--- src/rtl/dcc_pkg.sv ---
// Purpose: constants shared by the dual comparator control block
// Assumes: AHB-Lite register access, one aligned 32-bit word per register
// Notes: only the low byte of each register is implemented
//
// How it works
// [RQ1] read racing result change may miss flag
// [RQ2] software waits bias settling before enabling interrupts
// [RQ3] enabled comparator keeps running during sleep
// [RQ4] output change wakes when enables set
// [RQ5] wake always; service only with global enable
// [RQ6] reset restores all comparator registers
// [RQ7] bit 7 enables comparator, reset off
// [RQ8] bit 6 result, polarity corrected, read-only
// [RQ9] bit 5 drives result onto pin
// [RQ10] bit 4 inverts the result
// [RQ11] bit 2 picks reference or positive pin
// [RQ12] bits 1:0 pick negative input pin
// [RQ13] bit 3 reads zero, ignores writes
// [RQ14] pin driven only with drive, enable, output
// [RQ15] analog pins read zero on port
// [RQ16] comparator 2 gates Timer1 when selected
// [RQ17] software sets sync when gating Timer1
// [RQ18] capture comparator 2 on Timer1 falling edge
// [RQ19] capture uses the prescaled Timer1 clock
// [RQ20] control read copies result into reference latch
// [RQ21] flag set on mismatch rising edge
// [RQ22] aux bit1 gate source, bit0 sync enable
// [RQ23] two-stage synchroniser on each comparator result

package dcc_pkg;

   // ***************************************************************
   // register byte offsets
   // ***************************************************************
   localparam logic [7:0] OFS_CMP1_CTRL = 8'h00; // cmp1_control
   localparam logic [7:0] OFS_CMP2_CTRL = 8'h04; // cmp2_control
   localparam logic [7:0] OFS_CMP2_AUX = 8'h08; // cmp2_aux_control
   localparam logic [7:0] OFS_FLAGS = 8'h0C; // periph_flag_reg
   localparam logic [7:0] OFS_IRQ_EN = 8'h10; // enables for irq and wake
   localparam logic [7:0] OFS_ANALOG_SEL = 8'h14; // pins used as analog
   localparam logic [7:0] OFS_PORT = 8'h18; // port pin levels, read-only
   localparam logic [7:0] OFS_PIN_DIR = 8'h1C; // pin_direction of output pins

   // ***************************************************************
   // field positions
   // ***************************************************************
   localparam int CTL_ENABLE = 7;
   localparam int CTL_RESULT = 6;
   localparam int CTL_PIN_DRIVE = 5;
   localparam int CTL_INVERT = 4;
   localparam int CTL_REF_SEL = 2;
   localparam int CTL_NEG_SEL_LO = 0;
   localparam int AUX_MIRROR1 = 7;
   localparam int AUX_MIRROR2 = 6;
   localparam int AUX_GATE_SRC = 1;
   localparam int AUX_SYNC_EN = 0;
   localparam int IEN_PERIPH = 6;
   localparam int IEN_GLOBAL = 7;

   // writable bits of a control register, bit 3 and 6 excluded
   localparam logic [7:0] CTL_WR_MASK = 8'hB7;

   // ***************************************************************
   // reset values
   // ***************************************************************
   localparam logic [7:0] RST_CTRL = 8'h00;
   localparam logic [1:0] RST_AUX = 2'h2; // gate pin selected, no sync
   localparam logic [1:0] RST_FLAGS = 2'h0;
   localparam logic [7:0] RST_IRQ_EN = 8'h00;
   localparam logic [1:0] RST_PIN_DIR = 2'h3; // pins start as inputs

   // ***************************************************************
   // timing
   // ***************************************************************
   localparam int CLK_PERIOD_NS = 100;
   localparam int BIAS_SETTLE_NS = 1000;
   localparam int BIAS_SETTLE_CYC = (BIAS_SETTLE_NS + CLK_PERIOD_NS - 1) / CLK_PERIOD_NS;

   // bus slave states, one-hot
   typedef enum logic [3:0] {
      BUS_IDLE = 4'h1,
      BUS_WRITE = 4'h2,
      BUS_RD_WAIT = 4'h4,
      BUS_RD_DATA = 4'h8
   } dcc_bus_state_t;

endpackage

--- src/rtl/dcc_top.sv ---
// Purpose: control and status logic for two analog comparators
// Assumes: single 10 MHz clock, AHB-Lite slave, sole slave on the bus
// Notes: comparator raw outputs are asynchronous and resynchronised here

`timescale 1ns/1ps

module dcc_top
   import dcc_pkg::*;
#(
   parameter int PORT_W = 8
) (
   input wire logic ref_clk,
   input wire logic reset_n,
   input wire logic clk_en,
   input wire logic hsel,
   input wire logic [31:0] haddr,
   input wire logic [1:0] htrans,
   input wire logic hwrite,
   input wire logic [2:0] hsize,
   input wire logic [31:0] hwdata,
   input wire logic hready,
   output logic hreadyout,
   output logic hresp,
   output logic [31:0] hrdata,
   input wire logic [1:0] cmp_raw,
   output logic [1:0] cmp_enable,
   output logic [1:0] cmp_ref_select,
   output logic [1:0] cmp1_neg_input_select,
   output logic [1:0] cmp2_neg_input_select,
   output logic [1:0] cmp_pin_out,
   output logic [1:0] cmp_pin_oe,
   input wire logic [PORT_W-1:0] port_pins,
   input wire logic sleeping,
   output logic wake_req,
   output logic irq_req,
   input wire logic tmr1_gate_pin,
   input wire logic tmr1_on,
   input wire logic tmr1_gate_enable,
   input wire logic tmr1_prescaled_clk,
   output logic tmr1_count_gate
);

   // ***************************************************************
   // elaboration check
   // ***************************************************************
   generate
      if (PORT_W < 1 || PORT_W > 8) begin : g_bad_width
         $error("PORT_W must be 1 to 8");
      end
   endgenerate

   // ***************************************************************
   // state declarations
   // ***************************************************************
   logic [7:0] ctrl_ff [2]; // control registers, result bit unused here
   logic [1:0] aux_ff; // gate source select and sync enable
   logic [1:0] flag_ff; // cmp_irq_flag per comparator
   logic [7:0] irq_en_ff; // cmp_irq_enable, periph and global enables
   logic [PORT_W-1:0] analog_sel_ff; // 1 marks an analog pin
   logic [1:0] pin_dir_ff; // pin_direction, 0 = output
   logic [1:0] sync1_ff; // first synchroniser stage
   logic [1:0] sync2_ff; // second synchroniser stage
   logic [1:0] result_ff; // cmp_result, sampled every clock
   logic [1:0] ref_ff; // mismatch reference latch
   logic [1:0] mism_d_ff; // delayed mismatch for edge detect
   logic t1clk_prev_ff; // prescaled Timer1 clock, last sample
   logic cmp2_synced_ff; // cmp2_synced_result
   dcc_bus_state_t state_ff; // bus slave state
   dcc_bus_state_t nxt_state;
   logic [7:0] addr_ff; // latched address phase offset
   logic [31:0] hrdata_ff; // read data
   logic [31:0] nxt_rdata;

   // ***************************************************************
   // bus decode
   // ***************************************************************
   logic accept; // address phase taken this cycle
   logic wr_now; // write data phase, hwdata valid
   logic rd_now; // read data captured this cycle
   logic [1:0] ctrl_access; // control register read or write per comparator
   logic [1:0] mismatch;
   logic [1:0] flag_set;
   logic t1clk_fall;
   logic gate_src;

   assign accept = hsel & hready & htrans[1];
   assign wr_now = (state_ff == BUS_WRITE);
   assign rd_now = (state_ff == BUS_RD_WAIT);

   // a write reloads the reference just as a read does, so both clear the mismatch
   assign ctrl_access[0] = (wr_now | rd_now) & (addr_ff == OFS_CMP1_CTRL); // RQ21
   assign ctrl_access[1] = (wr_now | rd_now) & (addr_ff == OFS_CMP2_CTRL); // RQ21

   // one wait state on reads so a preceding write is already visible
   assign hreadyout = (state_ff != BUS_RD_WAIT);
   assign hresp = 1'b0; // always OKAY, unmapped included
   assign hrdata = hrdata_ff;

   // next bus state
   always_comb begin
      nxt_state = state_ff;
      case (state_ff)
         BUS_RD_WAIT: begin
            nxt_state = BUS_RD_DATA;
         end
         BUS_IDLE, BUS_WRITE, BUS_RD_DATA: begin
            if (accept) begin
               nxt_state = hwrite ? BUS_WRITE : BUS_RD_WAIT;
            end else begin
               nxt_state = BUS_IDLE;
            end
         end
         default: begin
            nxt_state = BUS_IDLE;
         end
      endcase
   end

   // bus state and address phase capture
   always_ff @(posedge ref_clk or negedge reset_n) begin
      if (!reset_n) begin
         state_ff <= BUS_IDLE;
         addr_ff <= 8'h00;
      end else if (clk_en) begin
         state_ff <= nxt_state;
         if (accept && hreadyout) begin
            addr_ff <= {haddr[7:2], 2'b00}; // upper address bits ignored
         end
      end
   end

   // ***************************************************************
   // read mux
   // ***************************************************************
   always_comb begin
      nxt_rdata = 32'h0000_0000; // unmapped reads as zero
      case (addr_ff)
         OFS_CMP1_CTRL, OFS_CMP2_CTRL: begin
            // bit 3 has no storage and reads zero
            nxt_rdata[7:0] = ctrl_ff[addr_ff[2]] & CTL_WR_MASK; // RQ13
            nxt_rdata[CTL_RESULT] = result_ff[addr_ff[2]]; // RQ8
         end
         OFS_CMP2_AUX: begin
            // mirror copies, reading here leaves the mismatch alone
            nxt_rdata[AUX_MIRROR1] = result_ff[0];
            nxt_rdata[AUX_MIRROR2] = result_ff[1];
            nxt_rdata[AUX_GATE_SRC] = aux_ff[1]; // RQ22
            nxt_rdata[AUX_SYNC_EN] = aux_ff[0]; // RQ22
         end
         OFS_FLAGS: begin
            nxt_rdata[1:0] = flag_ff;
         end
         OFS_IRQ_EN: begin
            nxt_rdata[7:0] = irq_en_ff;
         end
         OFS_ANALOG_SEL: begin
            nxt_rdata[PORT_W-1:0] = analog_sel_ff;
         end
         OFS_PORT: begin
            nxt_rdata[PORT_W-1:0] = port_pins & ~analog_sel_ff; // RQ15
         end
         OFS_PIN_DIR: begin
            nxt_rdata[1:0] = pin_dir_ff;
         end
         default: begin
            nxt_rdata = 32'h0000_0000;
         end
      endcase
   end

   // read data register, loaded in the wait cycle
   always_ff @(posedge ref_clk or negedge reset_n) begin
      if (!reset_n) begin
         hrdata_ff <= 32'h0000_0000;
      end else if (clk_en && rd_now) begin
         hrdata_ff <= nxt_rdata;
      end
   end

   // ***************************************************************
   // software registers
   // ***************************************************************
   // configuration writes; reset puts both comparators off
   always_ff @(posedge ref_clk or negedge reset_n) begin
      if (!reset_n) begin
         ctrl_ff[0] <= RST_CTRL; // RQ6
         ctrl_ff[1] <= RST_CTRL; // RQ6
         aux_ff <= RST_AUX; // RQ6
         irq_en_ff <= RST_IRQ_EN;
         analog_sel_ff <= '0;
         pin_dir_ff <= RST_PIN_DIR;
      end else if (clk_en && wr_now) begin
         case (addr_ff)
            OFS_CMP1_CTRL: begin
               ctrl_ff[0] <= hwdata[7:0] & CTL_WR_MASK; // RQ13
            end
            OFS_CMP2_CTRL: begin
               ctrl_ff[1] <= hwdata[7:0] & CTL_WR_MASK; // RQ13
            end
            OFS_CMP2_AUX: begin
               aux_ff <= hwdata[1:0]; // RQ22
            end
            OFS_IRQ_EN: begin
               irq_en_ff <= hwdata[7:0];
            end
            OFS_ANALOG_SEL: begin
               analog_sel_ff <= hwdata[PORT_W-1:0];
            end
            OFS_PIN_DIR: begin
               pin_dir_ff <= hwdata[1:0];
            end
            default: begin
               // flags are written in the flag block; read-only or unmapped, write dropped
            end
         endcase
      end
   end

   // ***************************************************************
   // comparator control outputs
   // ***************************************************************
   // enables are not gated by sleep, so an enabled comparator stays on
   assign cmp_enable = {ctrl_ff[1][CTL_ENABLE], ctrl_ff[0][CTL_ENABLE]}; // RQ7 RQ3
   assign cmp_ref_select = {ctrl_ff[1][CTL_REF_SEL], ctrl_ff[0][CTL_REF_SEL]}; // RQ11
   assign cmp1_neg_input_select = ctrl_ff[0][CTL_NEG_SEL_LO+:2]; // RQ12
   assign cmp2_neg_input_select = ctrl_ff[1][CTL_NEG_SEL_LO+:2]; // RQ12

   // ***************************************************************
   // per-comparator result, mismatch and flag
   // ***************************************************************
   genvar gi;
   generate
      for (gi = 0; gi < 2; gi++) begin : g_cmp
         // two stages; the first is only read by the second
         always_ff @(posedge ref_clk or negedge reset_n) begin
            if (!reset_n) begin
               sync1_ff[gi] <= 1'b0;
               sync2_ff[gi] <= 1'b0;
            end else if (clk_en) begin
               sync1_ff[gi] <= cmp_raw[gi]; // RQ23
               sync2_ff[gi] <= sync1_ff[gi]; // RQ23
            end
         end

         // sampling latch, updated every clock with polarity applied
         always_ff @(posedge ref_clk or negedge reset_n) begin
            if (!reset_n) begin
               result_ff[gi] <= 1'b0;
            end else if (clk_en) begin
               result_ff[gi] <= sync2_ff[gi] ^ ctrl_ff[gi][CTL_INVERT]; // RQ8 RQ10 RQ20
            end
         end

         // reference latch follows the result only on a control access
         always_ff @(posedge ref_clk or negedge reset_n) begin
            if (!reset_n) begin
               ref_ff[gi] <= 1'b0;
            end else if (clk_en && ctrl_access[gi]) begin
               ref_ff[gi] <= result_ff[gi]; // RQ20
            end
         end

         assign mismatch[gi] = ref_ff[gi] ^ result_ff[gi]; // RQ20

         // edge of the mismatch, not its level, raises the flag
         always_ff @(posedge ref_clk or negedge reset_n) begin
            if (!reset_n) begin
               mism_d_ff[gi] <= 1'b0;
            end else if (clk_en) begin
               mism_d_ff[gi] <= mismatch[gi];
            end
         end

         // a change landing with a read gets a flag here only if no mismatch is
         // pending; with one pending the mismatch stays high across the read and no flag is set
         assign flag_set[gi] = mismatch[gi] & ~mism_d_ff[gi]; // RQ21 RQ1

         // software writes the flag; a hardware set wins over a clear
         always_ff @(posedge ref_clk or negedge reset_n) begin
            if (!reset_n) begin
               flag_ff[gi] <= RST_FLAGS[gi];
            end else if (clk_en) begin
               if (flag_set[gi]) begin
                  flag_ff[gi] <= 1'b1; // RQ21
               end else if (wr_now && addr_ff == OFS_FLAGS) begin
                  flag_ff[gi] <= hwdata[gi];
               end
            end
         end

         // pin driven only when drive, enable and output direction agree
         assign cmp_pin_oe[gi] = ctrl_ff[gi][CTL_PIN_DRIVE] & ctrl_ff[gi][CTL_ENABLE]
                                 & ~pin_dir_ff[gi]; // RQ9 RQ14
         assign cmp_pin_out[gi] = result_ff[gi]; // RQ9
      end
   endgenerate

   // ***************************************************************
   // wake and interrupt request
   // ***************************************************************
   logic flag_active; // some enabled flag set with peripheral enable
   assign flag_active = |(flag_ff & irq_en_ff[1:0]) & irq_en_ff[IEN_PERIPH];
   // wake needs no global enable; the core runs the next instruction
   assign wake_req = sleeping & flag_active; // RQ4
   // vectoring only follows when global enable is also set
   assign irq_req = flag_active & irq_en_ff[IEN_GLOBAL]; // RQ5

   // ***************************************************************
   // Timer1 gate from comparator 2
   // ***************************************************************
   // the prescaled clock is sampled; counting happens on its rising edge
   always_ff @(posedge ref_clk or negedge reset_n) begin
      if (!reset_n) begin
         t1clk_prev_ff <= 1'b0;
      end else if (clk_en) begin
         t1clk_prev_ff <= tmr1_prescaled_clk; // RQ19
      end
   end

   assign t1clk_fall = t1clk_prev_ff & ~tmr1_prescaled_clk; // RQ18

   // capture on the falling edge so the gate is stable at the increment
   always_ff @(posedge ref_clk or negedge reset_n) begin
      if (!reset_n) begin
         cmp2_synced_ff <= 1'b0;
      end else if (clk_en && t1clk_fall) begin
         cmp2_synced_ff <= result_ff[1]; // RQ18 RQ19
      end
   end

   // without sync the gate follows the result directly and may glitch a count
   assign gate_src = aux_ff[1] ? tmr1_gate_pin
                   : (aux_ff[0] ? cmp2_synced_ff : result_ff[1]); // RQ16 RQ17
   assign tmr1_count_gate = tmr1_on & (~tmr1_gate_enable | gate_src); // RQ16
endmodule

--- config.mk ---
export PLATFORM = sky130hd
export DESIGN_NAME = dcc_top
export DESIGN_NICKNAME = d
export VERILOG_FILES = /design/src/rtl/dcc_pkg.sv /design/src/rtl/dcc_top.sv
export SDC_FILE = /design/constraint.sdc
export NUM_CORES = 1
export LEC_CHECK = 0
export ABC_AREA = 1
export BUFFER_PORTS_ARGS = -buffer_cell sky130_fd_sc_hd__buf_2
export CORE_MARGIN = 2
export CORE_UTILIZATION = 53
export CTS_CLUSTER_DIAMETER = 120
export DETAILED_ROUTE_END_ITERATION = 12
export PLACE_DENSITY = 0.86
export SLEW_MARGIN = 20
export SYNTH_ARGS = -nofsm -noshare
export SYNTH_HDL_FRONTEND = slang
export SYNTH_SLANG_ARGS = --single-unit
--- constraint.sdc ---
create_clock -name ref_clk -period 3.1 [get_ports ref_clk]
set_clock_uncertainty 0.05 [all_clocks]
set_input_delay 0.31 -clock ref_clk [delete_from_list [all_inputs] [get_ports ref_clk]]
set_output_delay 0.31 -clock ref_clk [all_outputs]
set_load 0.1 [all_outputs]
Yosys cells after proc, flatten, opt, wreduce, memory -nomap -nowiden
Index checks and enable logic that the tools add are counted.
{ "totals": {"register_bits": 64, "in_bits": 90, "out_inout_bits": 49} }
{ "op_classes": {"order_cmp": 2, "n_eq_ne": 12, "muxes": 17, "bitwise": 31, "reduce_logical": 22} }
{ "op_table": {"columns": ["cell", "count"], "rows": [
  ["== test 6 x 3 -> 1 bit (second input constant)", 4],
  ["two-way mux 8 bit", 3],
  ["AND reduction 2 bit", 9],
  ["one-hot mux 4 bit (4 select lines)", 1],
  ["bitwise AND 1 bit", 15],
  ["one-hot mux 2 bit (7 select lines)", 1],
  ["== test 6 x 2 -> 1 bit (second input constant)", 2],
  ["one-hot mux 2 bit (5 select lines)", 1],
  ["bitwise AND 8 bit", 1],
  ["zero test 8 bit", 1],
  ["two-way mux 1 bit", 8],
  ["inverter 8 bit", 1],
  ["one-hot mux 4 bit (2 select lines)", 1],
  ["logical AND 1 bit", 7],
  ["== test 6 x 1 -> 1 bit (second input constant)", 1],
  ["two-way mux 3 bit", 2],
  ["inverter 1 bit", 6],
  ["== test 4 x 1 -> 1 bit (second input constant)", 1],
  ["== test 4 x 2 -> 1 bit (second input constant)", 1],
  ["== test 4 x 3 -> 1 bit (second input constant)", 1],
  ["== test 4 bit (second input constant)", 1],
  ["inequality test 4 x 3 -> 1 bit (second input constant)", 1],
  ["nonzero test 2 bit", 2],
  ["OR reduction 2 bit", 2],
  ["other kinds (7)", 11]
]} }

Depth between registers and ports, before layout
{ "depth": {"depth_word": 5, "depth_mapped": 11, "depth_no_buf": 10} }

Least setup slack after synthesis
OpenSTA, ideal clock, no wires.
{ "synth_timing": {"kind": "flip-flop to output port", "start": "register result_ff[1] (netlist: cmp_pin_out[1])", "end": "output port tmr1_count_gate", "arrival_ps": 2862, "t_required_ps": 2740, "setup_slack_ps": -122, "path_stages_with_launch": 5, "cell_sequence": "dfrtp_1 -> inv_1 -> a21oi_1 -> o21ai_0 -> a31oi_1"} }
{ "synth_between": {"elab_chain_len": 4} }
{ "synth_lines": {"columns": ["element", "line", "text"], "rows": [
  ["start, declared", "dcc_top.sv:63", "logic [1:0] result_ff;"],
  ["start signal, assigned by index", "dcc_top.sv:250", "result_ff[gi] <= sync2_ff[gi] ^ ctrl_ff[gi][CTL_INVERT];"],
  ["two-way mux 1 bit", "dcc_top.sv:333", ": (aux_ff[0] ? cmp2_synced_ff : result_ff[1]);"],
  ["two-way mux 1 bit", "dcc_top.sv:332", "assign gate_src = aux_ff[1] ? tmr1_gate_pin"],
  ["bitwise OR 1 bit", "dcc_top.sv:334", "assign tmr1_count_gate = tmr1_on & (~tmr1_gate_enable | gate_src);"],
  ["bitwise AND 1 bit", "dcc_top.sv:334", null],
  ["end, declared", "dcc_top.sv:40", "output logic tmr1_count_gate"]
]} }
No other way between the ends.

Worst setup path after layout
Same ends and word-level chain as after synthesis.

==> results.txt <==
----------------------------------------------------
[Clock network]
  CTS tree ... done
  Level count of the clock H-tree ... 3
  Number of buffers on the longest clock path ... 2
  Root Driver ... sky130_fd_sc_hd__clkbuf_8
  Number of gates resized after CTS ... 0
  Number of buffers inserted during clock tree synthesis ... 9
  Clock edge transition at the registers on the reported setup and hold paths ... 80 ps
  Hold buffers post-CTS ... 1
  Clock latency reported for the late side of the worst-skew pair ... 360 ps
  Post-CTS Setup Repair Bufs ... 0
  Clock Sinks ... 64

[Power and ir drop]
  Part of the power in registers ... 40.4%
  PD cells ... 596.3 nW/µm²
  Portion of total power attributed to the clock network ... 34.2%
  Switching power as a share of total power ... 38.54%
  Comb power frac ... 25.4%
  Peak ir drop on the vdd network ... 0.3761 mV
  Reported net switching power ... 905.4 µW
  Leakage component of the power ... 2.108 nW
  Total power of the final layout ... 2.349 mW
  Cell-internal power ... 1.444 mW

[Timing]
  Final slew viol count ... 0
  Worst slew margin relative to its limit ... 58.95%
  Unrepaired setup endpoints after global routing ... false
  Shortest period the worst path allows ... 2100 ps
  Slew @ Worst Pin ... 615.1 ps
  Period Utilization, post-route ... 67.74%
  Final Hold Viols ... 0
  Setup-violating endpoint count in the final report ... 0
  Highest Clock Rate ... 0.4762 GHz
  Sum of negative setup slack ... 0 ps

[Worst setup path]
  Cell with the largest stage delay on the worst path ... sky130_fd_sc_hd__dfrtp_1
  Sum of buffers and inverters on the critical path ... 2
  Worst Setup Path Type ... flip-flop to primary output
  WP data required ... 2740 ps
  Cell family with the largest share of critical-path delay ... buffers and inverters
  Cells traversed along the worst timing path ... inv_1 > a21oi_1 > o21ai_0 > a31oi_2 > buf_2
  Arrival time of the worst setup path ... 1740 ps
  Biggest cell delay along the critical path ... 450 ps
  Top fanout value on the critical path ... 5
  Sort of element at the start of the critical path ... flip-flop
  CP endpoint kind ... primary output

[Final layout]
  Share of cells above drive strength 1 ... 23.87%
  Commonest cells after routing, fill and taps aside ... sky130_fd_sc_hd__nand2_1, sky130_fd_sc_hd__dfrtp_1, sky130_fd_sc_hd__buf_2
  Multi-input combinational cell area ... 1540 µm²
  Antenna diode count ... 0
  Area of all placed cells without fillers ... 3940 µm²
  Layout fillers ... 578
  Leading cell type in the layout, fill and taps excluded ... sky130_fd_sc_hd__nand2_1
  Area taken by flip-flops and latches ... 1607 µm²
  Net count of the finished layout ... 592
  Area growth, synth to finish ... 11.43%

[Floorplan]
  Die Y ... 85.68 µm
  Floorplan die area ... 7341 µm²
  Core Box Area ... 6386 µm²
  Die Span X ... 85.68 µm
  Cell row count ... 29
  Initial core utilization ... 55.37%
  Number of placed I/O pins ... 139

[GRT]
  Maximum number of pins on one net before global-route repair ... 42
  Overall routing resource usage ... 23.59%
  Vias in the first global route ... 2816
  Antenna violations before repair ... 0
  Remaining Overflow, GRT ... 0
  First-pass GRT wire length ... 13.28 mm

[Place]
  Input/output buffers ... 59
  Placed standard-cell area ... 3710 µm²
  Placer's final routability congestion estimate ... 0.9392
  Dpl hpwl ... 5.867 mm

[Route]
  Vias per cell ... 5.062
  Number of remaining DRC errors ... 0
  Detailed-route wire length ... 7.874 mm
  Drt wl/cell ... 13.48 µm
  Drt initial violations ... 265
  Number of nets with antenna violations after detailed routing ... 0
  Via total after detailed routing ... 2956
  Number of search-and-repair iterations in the first detailed-routing pass ... 5

[Synth]
  Mean post-synth cell area ... 7.875 µm²
  Cell types occupying the most area after synthesis ... sky130_fd_sc_hd__dfrtp_1, sky130_fd_sc_hd__nand2_1, sky130_fd_sc_hd__buf_4
  Proportion of synthesized chip area in sequential cells ... 45.44%
  Area share of the leading cell type in the synthesized netlist ... 42.46%
  Post-synth design cell area ... 3536 µm²
  Largest area contributor in the netlist ... sky130_fd_sc_hd__dfrtp_1
  Synthesized flop and latch total ... 64
  Instance count of the mapped netlist ... 449
  Number of distinct library cells after synthesis ... 33
  Number of warnings reported in the yosys synthesis log ... 0

[Run status]
  Run status ... finished clean

[Job]
  Max Cap Viol ... 0

[Hold path]
  Worst Hold Class ... input pin to flip-flop

----------------------------------------------------
[per-stage QoR]
stage	cells	hold WS, ps	setup WS [ps]	utilization (%)
3_5_place_dp	567	269.6	1064	58.09
2_1_floorplan	473	-35.59	465.8	-
3_3_place_gp	567	259.6	1113	58.09
6_report	584	95.51	1000	61.70
5_1_grt	584	111.0	903.9	61.70
4_1_cts	584	91.70	990.9	61.70
[worst reg2reg max path, stage by stage, from the launching register on]
cell and delay [ps]:
sky130_fd_sc_hd__dfrtp_1 400, sky130_fd_sc_hd__nor2_2 500, sky130_fd_sc_hd__nand2_4 130, sky130_fd_sc_hd__nor2_1 160, sky130_fd_sc_hd__nand2_1 330, sky130_fd_sc_hd__nand2_1 190, sky130_fd_sc_hd__o21ai_2 70
[routing by layer]
metal	share of wire, %	up-vias	GRT usage [%]
met5	0	-	0
met4	2.0	0	8.947
met3	6.4	16	5.486
met2	48	104	38.28
met1	43	1368	30.92
li1	-	1468	-
[registers in the layout, indices dropped and copies added, names as in the netlist, 2 cells and up]
signal and count:
addr_ff 6, analog_sel_ff 8, aux_ff 2, cmp1_neg_input_select 2
cmp2_neg_input_select 2, cmp_enable 2, cmp_pin_out 2, cmp_ref_select 2
ctrl_ff 4, flag_ff 2, hrdata 8, irq_en_ff 8
mism_d_ff 2, pin_dir_ff 2, ref_ff 2, state_ff 4
sync1_ff 2, sync2_ff 2
[area by class of cell]
| type | count | share of cell area (%) |
|---|---|---|
| clock buffers | 9 | 3.144 |
| inverters | 43 | 4.160 |
| clock inverters | 7 | 2.445 |
| flip-flops and latches | 64 | 40.77 |
| multi-input cells | 323 | 39.09 |
| repair buffers | 61 | 7.939 |
| well taps | 77 | 2.445 |
[worst paths after layout]
| kind | depth (start not counted) | to | start | slack (ps) |
|---|---|---|---|---|
| hold reg to reg | 2 | hrdata[3] | hrdata[3] | 430 |
| hold / removal | 3 | sync1_ff[0] | cmp_raw[0] | 100 |
| min in group asynchronous | 2 | state_ff[1] | reset_n | 410 |
| setup / recovery | 5 | tmr1_count_gate | cmp_pin_out[1] | 1000 |
| setup reg to reg | 6 | cmp_ref_select[1] | addr_ff[7] | 1140 |
| max in group asynchronous | 3 | pin_dir_ff[1] | reset_n | 1670 |
[synthesized netlist by cell type (all sizes together)]
| master | instances |
|---|---|
| a21oi | 10 |
| dfrtp | 60 |
| nor2 | 48 |
| clkbuf | 2 |
| nand2 | 155 |
| o211ai | 2 |
| xnor2 | 2 |
| conb | 1 |
| xor2 | 2 |
| dfstp | 4 |
| o21ai | 42 |
| buf | 41 |
| inv | 43 |
| nand3 | 17 |
| a31oi | 1 |
| nand3b | 1 |
| o22ai | 2 |
| a21boi | 4 |
| or2 | 2 |
| nand4 | 9 |
| nor3 | 1 |
[power by group through the flow]
stage	Clock [mW]	Sequential, mW	Combinational (mW)
after floorplan	0	1.14	0.337
after global placement	0	0.960	0.590
after detailed placement	0	0.963	0.596
after CTS	0.807	0.948	0.599
after global routing	0.855	0.957	0.635
final	0.804	0.948	0.597
[cells by family after synthesis]
family / Yosys count / synth area share [%]
other: 1 / 0.1061
buffers and inverters: 86 / 13.73
AOI/OAI and AO/OA: 61 / 10.65
and+or+nand+nor: 233 / 29.09
xor gates and xnor gates: 4 / 0.9910
DFF: 64 / 45.44
No activity file was read; power rests on OpenSTA's default activity.
